**config.mk**
```make
export PLATFORM = sky130hd
export DESIGN_NAME = erff_filter
export DESIGN_NICKNAME = d
export VERILOG_FILES = /design/src/pkg/erff_pkg.sv /design/src/erff_fifo.sv /design/src/erff_filter.sv
export VERILOG_INCLUDE_DIRS = /design/src /design/src/pkg
export SDC_FILE = /design/constraint.sdc
export NUM_CORES = 1
export LEC_CHECK = 0
export BUFFER_PORTS_ARGS = -buffer_cell sky130_fd_sc_hd__buf_2
export CORE_MARGIN = 2
export CORE_UTILIZATION = 45
export DETAILED_ROUTE_END_ITERATION = 10
export PLACE_DENSITY_LB_ADDON = 0.25
export SYNTH_ARGS = -nofsm -noshare
export SYNTH_HDL_FRONTEND = slang
export SYNTH_SLANG_ARGS = --single-unit
```
**constraint.sdc**
```tcl
create_clock -name sys_clk -period 7.42 [get_ports sys_clk]
set_input_delay 1.855 -clock sys_clk [delete_from_list [all_inputs] [get_ports sys_clk]]
set_output_delay 1.855 -clock sys_clk [all_outputs]
set_load 0.05 [all_outputs]
```
**src/pkg/erff_consts.svh**
```systemverilog
// Constants of the receive frame filter: register offsets, bit positions,
// reset values and frame-layout figures.
// Assumes inclusion by bare name from the package and design files.
`ifndef ERFF_CONSTS_SVH
`define ERFF_CONSTS_SVH
`define ERFF_OFF_CTRL 8'h00
`define ERFF_OFF_STA0 8'h01
`define ERFF_OFF_MASK0 8'h08
`define ERFF_OFF_WOFF_L 8'h10
`define ERFF_OFF_WOFF_H 8'h11
`define ERFF_OFF_CSUM_L 8'h12
`define ERFF_OFF_CSUM_H 8'h13
`define ERFF_OFF_HASH0 8'h18
`define ERFF_OFF_FCOUNT 8'h20
`define ERFF_OFF_STATUS 8'h21
`define ERFF_CTRL_RESET 8'ha1
`define ERFF_BIT_UNICAST 7
`define ERFF_BIT_COMBINE 6
`define ERFF_BIT_CRC 5
`define ERFF_BIT_PATTERN 4
`define ERFF_BIT_WAKEUP 3
`define ERFF_BIT_HASH 2
`define ERFF_BIT_MCAST 1
`define ERFF_BIT_BCAST 0
`define ERFF_TEST_MASK 8'h9f
`define ERFF_WINDOW_BYTES 16'h0040
`define ERFF_DATA_START 16'h000e
`define ERFF_SYNC_BYTES 3'h6
`define ERFF_ADDR_REPEATS 4'hf
`define ERFF_HASH_LSB 23
`define ERFF_CRC_POLY 32'hedb88320
`define ERFF_FIFO_DEPTH 8
`endif

```
**src/pkg/erff_pkg.sv**
```systemverilog
// Types shared by the receive frame filter and its verdict buffer.
// Assumes erff_consts.svh is on the include path.
`default_nettype none
package erff_pkg;
    `include "erff_consts.svh"

    // One byte beat of the incoming frame stream.
    typedef struct packed {
        logic [7:0] data;
        logic sof;
        logic eof;
        logic crc_ok;
    } erff_beat_t;

    // Per-frame verdict handed to the receive buffer logic.
    typedef struct packed {
        logic accept;
        logic crc_ok;
        logic [7:0] passed;
        logic [15:0] length;
    } erff_verdict_t;

    typedef enum logic [1:0] {
        MG_SYNC,
        MG_ADDR,
        MG_DONE
    } erff_wake_state_t;
endpackage : erff_pkg
`default_nettype wire

```
**src/erff_fifo.sv**
```systemverilog
// Small synchronous FIFO with valid/ready on both sides.
// Assumes one clock and an asynchronous active-low reset.
`default_nettype none
module erff_fifo #(
    parameter int WIDTH = 26,
    parameter int DEPTH = 8
) (
    // Clock and reset.
    input wire logic sys_clk,
    input wire logic arst_n,
    // Filling side.
    input wire logic in_valid,
    output logic in_ready,
    input wire logic [WIDTH-1:0] in_data,
    // Draining side.
    output logic out_valid,
    input wire logic out_ready,
    output logic [WIDTH-1:0] out_data
);
    localparam int AW = $clog2(DEPTH);
    logic [WIDTH-1:0] mem [DEPTH];
    logic [AW-1:0] wr_ptr_reg;
    logic [AW-1:0] rd_ptr_reg;
    logic [AW:0] level_reg;
    logic push;
    logic pop;

    // Full and empty come straight from the fill level.
    assign in_ready = (level_reg != DEPTH[AW:0]);
    assign out_valid = (level_reg != '0);
    assign push = in_valid && in_ready;
    assign pop = out_valid && out_ready;
    assign out_data = mem[rd_ptr_reg];

    // Storage array has no reset; only valid entries are ever read.
    always_ff @(posedge sys_clk) begin
        if (push) begin
            mem[wr_ptr_reg] <= in_data;
        end
    end

    // Pointers wrap; depth is expected to be a power of two.
    always_ff @(posedge sys_clk or negedge arst_n) begin
        if (!arst_n) begin
            wr_ptr_reg <= '0;
            rd_ptr_reg <= '0;
            level_reg <= '0;
        end else begin
            if (push) begin
                wr_ptr_reg <= wr_ptr_reg + 1'b1;
            end
            if (pop) begin
                rd_ptr_reg <= rd_ptr_reg + 1'b1;
            end
            if (push && !pop) begin
                level_reg <= level_reg + 1'b1;
            end else if (pop && !push) begin
                level_reg <= level_reg - 1'b1;
            end
        end
    end
endmodule : erff_fifo
`default_nettype wire

```
**src/erff_filter.sv**
```systemverilog
// Receive frame filter: runs every enabled test over each incoming frame
// and queues one verdict per accepted frame into an 8-entry FIFO.
// Assumes a byte stream from the MAC receive path, with the CRC status
// valid on the last beat, and a simple strobe register port.
//
// Local design decisions: the address-and-strobe port and the placing of the registers.
`default_nettype none
`include "erff_consts.svh"
////////////////////////////////////////////////////////////////////////////////
// Functional notes
// - Combine bit 1: reject unless every enabled test accepts.
// - Combine bit 0: accept unless every enabled test rejects.
// - Tests may run together; disabled tests take no part.
// - All enables cleared gives promiscuous reception of every frame, bad-CRC frames excepted while the CRC check bit is set.
// - Unicast test passes when destination equals station address, six bytes.
// - CRC check bit set discards bad-CRC frames; clear ignores CRC.
// - Pattern test checksums up to 64 window bytes against expected value.
// - Window starts at offset from first destination byte; mask bit per byte.
// - Masked-out bytes are skipped entirely, not summed as zeros.
// - Window running past the CRC end fails the pattern test.
// - Checksum is the ones-complement IP sum used by the DMA engine.
// - Wake-up test: own address, six FF bytes, sixteen address copies.
// - Hash test indexes the table with a destination-address CRC.
// - Multicast test passes when first destination byte bit 0 is set.
// - Broadcast test passes when destination is all ones.
module erff_filter
    import erff_pkg::*;
#(
    parameter int FIFO_DEPTH = `ERFF_FIFO_DEPTH
) (
    // Clock and reset.
    input wire logic sys_clk,
    input wire logic arst_n,
    // Register port.
    input wire logic [7:0] reg_addr,
    input wire logic [7:0] reg_wdata,
    input wire logic reg_wr,
    input wire logic reg_rd,
    output logic [7:0] reg_rdata,
    // Frame stream from the MAC receive path.
    input wire logic rx_valid,
    output logic rx_ready,
    input wire erff_beat_t rx_beat,
    // Verdicts of accepted frames towards the receive buffer.
    output logic vd_valid,
    input wire logic vd_ready,
    output erff_verdict_t vd_data
);
    ////////////////////////////////////////////////////////////////////////////
    // Registers and frame state.
    logic [7:0] rx_filter_control_reg;
    logic [7:0] sta_reg [6];
    logic [63:0] mask_reg;
    logic [15:0] woff_reg;
    logic [15:0] pattern_expected_checksum_reg;
    logic [63:0] hash_table_bits_reg;
    logic [7:0] fcount_reg;
    logic [7:0] status_reg;
    logic [7:0] rdata_reg;
    logic [7:0] da_reg [6];
    logic [15:0] pos_reg;
    logic [15:0] pos_now;
    logic [31:0] crc_reg;
    logic [15:0] csum_reg;
    logic [7:0] csum_hi_reg;
    logic csum_odd_reg;
    erff_wake_state_t wk_state_reg;
    logic [2:0] ff_run_reg;
    logic [2:0] wk_idx_reg;
    logic [3:0] wk_rep_reg;
    logic eval_reg;
    logic crc_ok_reg;
    logic beat;
    logic in_window;
    logic [15:0] win_idx;
    logic fifo_in_ready;
    logic fifo_push;
    logic [7:0] pass;
    logic [7:0] enabled;
    logic accept;
    logic [15:0] csum_final;
    logic [5:0] hash_idx;
    logic uc_hit;
    logic bc_hit;
    erff_verdict_t verdict;

    // Ones-complement 16-bit add with end-around carry.
    function automatic logic [15:0] ones_add(input logic [15:0] a, input logic [15:0] b);
        logic [16:0] s;
        s = {1'b0, a} + {1'b0, b};
        return s[15:0] + {15'h0000, s[16]};
    endfunction : ones_add

    // Reflected CRC-32 over one byte, no final inversion.
    function automatic logic [31:0] crc_byte(input logic [31:0] c, input logic [7:0] d);
        logic [31:0] r;
        r = c;
        for (int i = 0; i < 8; i++) begin
            r = ((r[0] ^ d[i]) != 1'b0) ? ((r >> 1) ^ `ERFF_CRC_POLY) : (r >> 1);
        end
        return r;
    endfunction : crc_byte

    ////////////////////////////////////////////////////////////////////////////
    // Stream handshake. The stream stalls while the verdict of the previous
    // frame is queued or the FIFO is full, so back-pressure reaches the MAC.
    assign rx_ready = fifo_in_ready && !eval_reg;
    assign beat = rx_valid && rx_ready;
    assign pos_now = rx_beat.sof ? 16'h0000 : pos_reg;
    assign win_idx = pos_now - woff_reg;
    assign in_window = (pos_now >= woff_reg) && (win_idx < `ERFF_WINDOW_BYTES);

    // Byte position within the frame, saturating for oversize frames.
    always_ff @(posedge sys_clk or negedge arst_n) begin
        if (!arst_n) begin
            pos_reg <= 16'h0000;
        end else if (beat && pos_now != 16'hffff) begin
            pos_reg <= pos_now + 16'h0001;
        end
    end

    // Destination capture and hash CRC over the first six bytes.
    always_ff @(posedge sys_clk or negedge arst_n) begin
        if (!arst_n) begin
            for (int i = 0; i < 6; i++) begin
                da_reg[i] <= 8'h00;
            end
            crc_reg <= 32'hffffffff;
        end else if (beat && pos_now < 16'h0006) begin
            da_reg[pos_now[2:0]] <= rx_beat.data;
            crc_reg <= crc_byte(rx_beat.sof ? 32'hffffffff : crc_reg, rx_beat.data);
        end
    end

    // Pattern checksum: included bytes pair high then low; skipped bytes do
    // not shift the pairing, which is what distinguishes them from zeros.
    always_ff @(posedge sys_clk or negedge arst_n) begin
        if (!arst_n) begin
            csum_reg <= 16'h0000;
            csum_hi_reg <= 8'h00;
            csum_odd_reg <= 1'b0;
        end else if (beat) begin
            if (in_window && mask_reg[win_idx[5:0]]) begin
                csum_odd_reg <= !(csum_odd_reg && !rx_beat.sof);
                if (csum_odd_reg && !rx_beat.sof) begin
                    csum_reg <= ones_add(csum_reg, {csum_hi_reg, rx_beat.data});
                end else begin
                    csum_hi_reg <= rx_beat.data;
                    if (rx_beat.sof) begin
                        csum_reg <= 16'h0000;
                    end
                end
            end else if (rx_beat.sof) begin
                csum_reg <= 16'h0000;
                csum_odd_reg <= 1'b0;
            end
        end
    end

    // Wake-up frame search through the data field.
    always_ff @(posedge sys_clk or negedge arst_n) begin
        if (!arst_n) begin
            wk_state_reg <= MG_SYNC;
            ff_run_reg <= 3'h0;
            wk_idx_reg <= 3'h0;
            wk_rep_reg <= 4'h0;
        end else if (beat) begin
            if (rx_beat.sof) begin
                wk_state_reg <= MG_SYNC;
                ff_run_reg <= 3'h0;
            end else if (pos_now >= `ERFF_DATA_START) begin
                case (wk_state_reg)
                    MG_SYNC: begin
                        if (rx_beat.data == 8'hff) begin
                            if (ff_run_reg != `ERFF_SYNC_BYTES) begin
                                ff_run_reg <= ff_run_reg + 3'h1;
                            end
                        end else begin
                            ff_run_reg <= 3'h0;
                            if (ff_run_reg == `ERFF_SYNC_BYTES && rx_beat.data == sta_reg[0]) begin
                                wk_state_reg <= MG_ADDR;
                                wk_idx_reg <= 3'h1;
                                wk_rep_reg <= 4'h0;
                            end
                        end
                    end
                    MG_ADDR: begin
                        if (rx_beat.data == sta_reg[wk_idx_reg]) begin
                            if (wk_idx_reg == 3'h5) begin
                                wk_idx_reg <= 3'h0;
                                wk_rep_reg <= wk_rep_reg + 4'h1;
                                if (wk_rep_reg == `ERFF_ADDR_REPEATS) begin
                                    wk_state_reg <= MG_DONE;
                                end
                            end else begin
                                wk_idx_reg <= wk_idx_reg + 3'h1;
                            end
                        end else begin
                            // A broken run may itself start a new sync run.
                            wk_state_reg <= MG_SYNC;
                            ff_run_reg <= (rx_beat.data == 8'hff) ? 3'h1 : 3'h0;
                        end
                    end
                    MG_DONE: begin
                        wk_state_reg <= MG_DONE;
                    end
                    default: begin
                        wk_state_reg <= MG_SYNC;
                    end
                endcase
            end
        end
    end

    // Evaluation is taken one cycle after the last beat.
    always_ff @(posedge sys_clk or negedge arst_n) begin
        if (!arst_n) begin
            eval_reg <= 1'b0;
            crc_ok_reg <= 1'b0;
        end else begin
            eval_reg <= beat && rx_beat.eof;
            if (beat && rx_beat.eof) begin
                crc_ok_reg <= rx_beat.crc_ok;
            end
        end
    end

    ////////////////////////////////////////////////////////////////////////////
    // Test results and combined decision.
    assign csum_final = ~(csum_odd_reg ? ones_add(csum_reg, {csum_hi_reg, 8'h00}) : csum_reg);
    assign hash_idx = crc_reg[`ERFF_HASH_LSB +: 6];
    always_comb begin
        uc_hit = 1'b1;
        bc_hit = 1'b1;
        for (int i = 0; i < 6; i++) begin
            uc_hit = uc_hit && (da_reg[i] == sta_reg[i]);
            bc_hit = bc_hit && (da_reg[i] == 8'hff);
        end
        pass = 8'h00;
        pass[`ERFF_BIT_UNICAST] = uc_hit;
        // The sum is one bit wider so that a large offset cannot wrap round and pass a short frame.
        pass[`ERFF_BIT_PATTERN] = ({1'b0, pos_reg} >= {1'b0, woff_reg} + 17'(`ERFF_WINDOW_BYTES))
            && (csum_final == pattern_expected_checksum_reg);
        pass[`ERFF_BIT_WAKEUP] = uc_hit && (wk_state_reg == MG_DONE);
        pass[`ERFF_BIT_HASH] = hash_table_bits_reg[hash_idx];
        pass[`ERFF_BIT_MCAST] = da_reg[0][0];
        pass[`ERFF_BIT_BCAST] = bc_hit;
        enabled = rx_filter_control_reg & `ERFF_TEST_MASK;
        if (enabled == 8'h00) begin
            accept = 1'b1;
        end else if (rx_filter_control_reg[`ERFF_BIT_COMBINE]) begin
            accept = ((pass | ~enabled) == 8'hff);
        end else begin
            accept = ((pass & enabled) != 8'h00);
        end
        if (rx_filter_control_reg[`ERFF_BIT_CRC] && !crc_ok_reg) begin
            accept = 1'b0;
        end
    end

    // Only accepted frames are queued; rejected frames vanish here.
    assign verdict = '{accept: accept, crc_ok: crc_ok_reg, passed: pass, length: pos_reg};
    assign fifo_push = eval_reg && accept;

    erff_fifo #(
        .WIDTH($bits(erff_verdict_t)),
        .DEPTH(FIFO_DEPTH)
    ) u_fifo (
        .sys_clk(sys_clk),
        .arst_n(arst_n),
        .in_valid(fifo_push),
        .in_ready(fifo_in_ready),
        .in_data(verdict),
        .out_valid(vd_valid),
        .out_ready(vd_ready),
        .out_data(vd_data)
    );

    ////////////////////////////////////////////////////////////////////////////
    // Register writes; the host must load the pattern setup before enabling it.
    always_ff @(posedge sys_clk or negedge arst_n) begin
        if (!arst_n) begin
            rx_filter_control_reg <= `ERFF_CTRL_RESET;
            for (int i = 0; i < 6; i++) begin
                sta_reg[i] <= 8'h00;
            end
            mask_reg <= 64'h0;
            woff_reg <= 16'h0000;
            pattern_expected_checksum_reg <= 16'h0000;
            hash_table_bits_reg <= 64'h0;
        end else if (reg_wr) begin
            if (reg_addr == `ERFF_OFF_CTRL) begin
                rx_filter_control_reg <= reg_wdata;
            end
            if (reg_addr >= `ERFF_OFF_STA0 && reg_addr < `ERFF_OFF_STA0 + 8'h06) begin
                sta_reg[3'(reg_addr - `ERFF_OFF_STA0)] <= reg_wdata;
            end
            if (reg_addr[7:3] == `ERFF_OFF_MASK0 >> 3) begin
                mask_reg[reg_addr[2:0]*8 +: 8] <= reg_wdata;
            end
            if (reg_addr[7:3] == `ERFF_OFF_HASH0 >> 3) begin
                hash_table_bits_reg[reg_addr[2:0]*8 +: 8] <= reg_wdata;
            end
            if (reg_addr == `ERFF_OFF_WOFF_L) woff_reg[7:0] <= reg_wdata;
            if (reg_addr == `ERFF_OFF_WOFF_H) woff_reg[15:8] <= reg_wdata;
            if (reg_addr == `ERFF_OFF_CSUM_L) pattern_expected_checksum_reg[7:0] <= reg_wdata;
            if (reg_addr == `ERFF_OFF_CSUM_H) pattern_expected_checksum_reg[15:8] <= reg_wdata;
        end
    end

    // Accepted-frame count saturates; status keeps the last verdict.
    always_ff @(posedge sys_clk or negedge arst_n) begin
        if (!arst_n) begin
            fcount_reg <= 8'h00;
            status_reg <= 8'h00;
        end else if (eval_reg) begin
            status_reg <= {6'h00, crc_ok_reg, accept};
            if (accept && fcount_reg != 8'hff) begin
                fcount_reg <= fcount_reg + 8'h01;
            end
        end
    end

    // Read data stands for exactly one cycle after the strobe.
    always_ff @(posedge sys_clk or negedge arst_n) begin
        if (!arst_n) begin
            rdata_reg <= 8'h00;
        end else if (!reg_rd) begin
            rdata_reg <= 8'h00;
        end else begin
            case (reg_addr)
                `ERFF_OFF_CTRL: rdata_reg <= rx_filter_control_reg;
                `ERFF_OFF_WOFF_L: rdata_reg <= woff_reg[7:0];
                `ERFF_OFF_WOFF_H: rdata_reg <= woff_reg[15:8];
                `ERFF_OFF_CSUM_L: rdata_reg <= pattern_expected_checksum_reg[7:0];
                `ERFF_OFF_CSUM_H: rdata_reg <= pattern_expected_checksum_reg[15:8];
                `ERFF_OFF_FCOUNT: rdata_reg <= fcount_reg;
                `ERFF_OFF_STATUS: rdata_reg <= status_reg;
                default: begin
                    if (reg_addr >= `ERFF_OFF_STA0 && reg_addr < `ERFF_OFF_STA0 + 8'h06) begin
                        rdata_reg <= sta_reg[3'(reg_addr - `ERFF_OFF_STA0)];
                    end else if (reg_addr[7:3] == `ERFF_OFF_MASK0 >> 3) begin
                        rdata_reg <= mask_reg[reg_addr[2:0]*8 +: 8];
                    end else if (reg_addr[7:3] == `ERFF_OFF_HASH0 >> 3) begin
                        rdata_reg <= hash_table_bits_reg[reg_addr[2:0]*8 +: 8];
                    end else begin
                        rdata_reg <= 8'h00;
                    end
                end
            endcase
        end
    end
    assign reg_rdata = rdata_reg;

    ////////////////////////////////////////////////////////////////////////////
    // Checks.
    a_and_reject: assert property (@(posedge sys_clk) disable iff (!arst_n)
        eval_reg && rx_filter_control_reg[6] && ((enabled & ~pass) != 8'h00) |-> !fifo_push)
        else $error("AND mode queued a frame failing an enabled test");
    a_or_accept: assert property (@(posedge sys_clk) disable iff (!arst_n)
        eval_reg && !rx_filter_control_reg[6] && ((enabled & pass) != 8'h00)
        && !(rx_filter_control_reg[5] && !crc_ok_reg) |-> fifo_push)
        else $error("OR mode dropped a frame passing an enabled test");
    a_promisc_keep: assert property (@(posedge sys_clk) disable iff (!arst_n)
        eval_reg && rx_filter_control_reg == 8'h00 |-> fifo_push)
        else $error("Promiscuous mode dropped a frame");
    a_crc_discard: assert property (@(posedge sys_clk) disable iff (!arst_n)
        beat && rx_beat.eof && !rx_beat.crc_ok && rx_filter_control_reg[5] ##1 eval_reg |-> !fifo_push)
        else $error("Bad-CRC frame queued with CRC check on");
    a_window_short: assert property (@(posedge sys_clk) disable iff (!arst_n)
        eval_reg && {1'b0, pos_reg} < {1'b0, woff_reg} + 17'h00040 |-> !pass[4])
        else $error("Pattern test passed with window past frame end");
    a_mcast_bit: assert property (@(posedge sys_clk) disable iff (!arst_n)
        beat && rx_beat.sof ##1 (!eval_reg)[*1] |-> pass[1] == $past(rx_beat.data[0]))
        else $error("Multicast test disagrees with first address bit");
    a_hash_lookup: assert property (@(posedge sys_clk) disable iff (!arst_n)
        eval_reg && hash_table_bits_reg == 64'h0 |-> !pass[2])
        else $error("Hash test passed with empty table");
    a_reject_count: assert property (@(posedge sys_clk) disable iff (!arst_n)
        eval_reg && !accept |=> $stable(fcount_reg))
        else $error("Rejected frame changed the frame count");
    a_eof_verdict: assert property (@(posedge sys_clk) disable iff (!arst_n)
        beat && rx_beat.eof |=> eval_reg ##1 !eval_reg)
        else $error("Verdict not taken one cycle after frame end");
endmodule : erff_filter
`default_nettype wire

```
==> run summary <==
VDD IR max = 0.289 mV
Min Tclk post-route = 6380 ps
Vias in the first global route = 21992
# setup viols final = 0
Post-DRT Antenna Nets = 0
IO Pins = 69
Hpwl dp = 63200 microns
Row cnt = 96
RSZ-0062 raised after global routing = no
Area occupied by multi-input gates = 15100 sq um
Critical path's slowest cell = or4_1
Antenna violations before repair = 5
GRT overflow = 0
Synthesized area = 31100 sq um
Status = completed
Share of layout cells above drive strength 1 = 0.230
CTS buffer count = 66
Root Buffer = clkbuf_16
Leak = 13.7 nW
Die Footprint = 71300 sq um
#FFs+latches synth = 571
Setup TNS = 0 ps
Most frequently used flop master after synthesis = dfrtp_1
Hold/Removal Path Class = register to register
Worst Setup Start Kind = register
Worst setup path class = register to register
Setup Skew = 29.0 ps
Worst-path fanout max = 19
WL/cell = 24.6 microns
EDFF count, synth = 192
Max frequency = 157 MHz
Largest stage delay, worst path = 550 ps
Final design utilization = 0.504
Post-Syn Instances = 2610
Cell taking the most area after synthesis = dfrtp_1
WP data arrival = 6870 ps
Post-CTS Hold Fix Bufs = 0
Max FFs per register = 192
Crit end category = register
Core footprint = 68600 sq um
Initial core utilization = 0.454
Syn-to-layout area delta = 11.0%
Worst-path clk slew = 60 ps
Clk sink count = 571
Clk_lat worst skew = 630 ps
MaxCap Viol Count = 0
Die Wd = 267 microns
Pin count of the biggest net entering global routing = 117
Layout Nets = 2742
GP Congestion = 0.939
Slew HR = 0.184
TritonCTS clock tree = done
I/O Buffers = 66
Fraction of registers with async set/reset = 0.664
# DRC = 0
Post CTS Setup Buffer Count = 0
Vias = 22293
1st-iter DRT viols = 2331
Synth cell types = 83
Most used cell, CP = ha_1
Pwr per Cell Area = 324 nW/um^2
CTS-repair resized insts = 0
Via-per-instance ratio = 6.16
Mapped Avg Cell Area = 11.9 sq um
Worst hold slack = 456 ps
Final count of hold timing violations = 0
Detailed Routing Iterations Pass 1 = 6
First-pass GRT wire length = 136000 microns
Die Ht = 267 microns
Yosys top cell area share = 0.276
Clock Path Buffers = 3
Reg area = 15300 sq um
H-tree lvl count = 3
Crit path required time = 7920 ps
YS warnings = 0
Total GRT Usage = 0.253
Register area share after synthesis = 0.491
Fillers = 5981
Slew @ Worst Pin = 1210 ps
Routed WL = 89000 microns
Synth area leaders = dfrtp_1, edfxtp_1, mux4_2
Crit share post-route = 0.859
Max Slew Vio Count = 0
worst max-delay path: cells and delay by family, from the launching register on:
kind                     cells  cell delay (ps)
buffers and inverters        4              540
flip-flops                   1              360
adder cells (fa/ha/maj)      6             1560
XOR/XNOR                     3              480
AO/OA/AOI/OAI                8             1800
AND/OR/NAND/NOR              7             1510
logic make-up after synthesis:
group | share of synthesized area
flip-flops | 0.491
AO/OA/AOI/OAI | 0.0913
AND/OR/NAND/NOR | 0.120
XOR/XNOR | 0.0602
multiplexers | 0.182
other | 0.000120
adder cells (fa/ha/maj) | 0.0299
buffers and inverters | 0.0259
path summary, 6_finish.rpt:
check	from	slack (ps)	end	depth (start not counted)
worst max register to register	csum_reg[8]	1040	u_fifo.level_reg[3]	28
min in group asynchronous	arst_n	1230	hash_table_bits_reg[25]	1
worst min register to register	crc_reg[21]	460	crc_reg[21]	2
worst min-delay path	crc_reg[21]	460	crc_reg[21]	2
worst max-delay path	csum_reg[8]	1040	u_fifo.level_reg[3]	28
max in group asynchronous	arst_n	4820	ff_run_reg[1]	2
final cells by class:
type | count | area share
Sequential cell | 571 | 0.443
Multi-Input combinational cell | 1839 | 0.438
Clock buffer | 85 | 0.0507
Tap cell | 931 | 0.0337
Timing Repair Buffer | 99 | 0.0178
Clock inverter | 33 | 0.0109
Inverter | 60 | 0.00652
Antenna cell | 2 | 0.000145
cell usage in the layout (no fill, tap or decap), types with 20 or more instances in the layout:
| cell type | instances |
|---|---|
| mux4_2 | 121 |
| o22ai_1 | 24 |
| a21oi_1 | 55 |
| edfxtp_1 | 192 |
| mux2_2 | 217 |
| nor2b_1 | 39 |
| o31ai_1 | 38 |
| nand2b_1 | 31 |
| nor2_1 | 108 |
| xor2_1 | 48 |
| clkbuf_16 | 66 |
| dfrtp_1 | 342 |
| nand3_1 | 41 |
| ha_1 | 68 |
| xnor2_1 | 166 |
| nor4_1 | 25 |
| and3_1 | 20 |
| mux2i_1 | 37 |
| nor3_1 | 40 |
| inv_1 | 56 |
| nand2_1 | 272 |
| dfstp_2 | 35 |
| buf_4 | 32 |
| buf_2 | 64 |
| o21ai_0 | 148 |
| nand4_1 | 58 |
cell usage after synthesis (10+ instances only):
| cell type | count |
|---|---|
| dfrtp_1 | 344 |
| nand2_1 | 272 |
| mux2_2 | 217 |
| edfxtp_1 | 192 |
| xnor2_1 | 166 |
| o21ai_0 | 148 |
| mux4_2 | 121 |
| nor2_1 | 108 |
| clkbuf_1 | 103 |
| ha_1 | 68 |
| nand4_1 | 58 |
| inv_1 | 56 |
| a21oi_1 | 55 |
| xor2_1 | 48 |
| nor3_1 | 44 |
| nand3_1 | 41 |
| nor2b_1 | 39 |
| o31ai_1 | 38 |
| mux2i_1 | 37 |
| dfstp_2 | 35 |
| nand2b_1 | 31 |
| nor4_1 | 27 |
| o22ai_1 | 24 |
| and3_1 | 20 |
| a21o_1 | 18 |
| a22oi_1 | 18 |
| and2_1 | 16 |
| buf_1 | 16 |
| buf_2 | 15 |
| a222oi_1 | 14 |
| o211ai_1 | 14 |
| or3_1 | 14 |
| a31oi_1 | 13 |
| a211oi_1 | 12 |
| or2_2 | 10 |
per-stage QoR:
| step | cells | instance area [sq um] | setup WS (ps) | power, mW |
|---|---|---|---|---|
| 5_1_grt | 3620 | 34600 | 443 | 11.8 |
| 2_1_floorplan | 2611 | 31100 | 333 | 7.05 |
| 3_5_place_dp | 3500 | 32400 | 1070 | 8.02 |
| 6_report | 3620 | 34600 | 1040 | 11.2 |
| 4_1_cts | 3618 | 34600 | 1100 | 11.3 |
| 3_3_place_gp | 3500 | 32400 | 1140 | 7.94 |
where the power goes:
group | leakage, nW | switching [mW] | internal (mW)
logic | 5.81 | 2.03 | 1.55
registers | 6.86 | 0.635 | 3.75
clock network | 1.04 | 1.36 | 1.87
layer usage:
layer,track usage,part of all wire,up-vias
met1,0.346,0.43,11379
met5,0,0,-
met4,0.0932,0.037,0
met2,0.403,0.47,889
met3,0.0461,0.067,199
li1,-,-,9826
(Power assumes the default switching activity.)
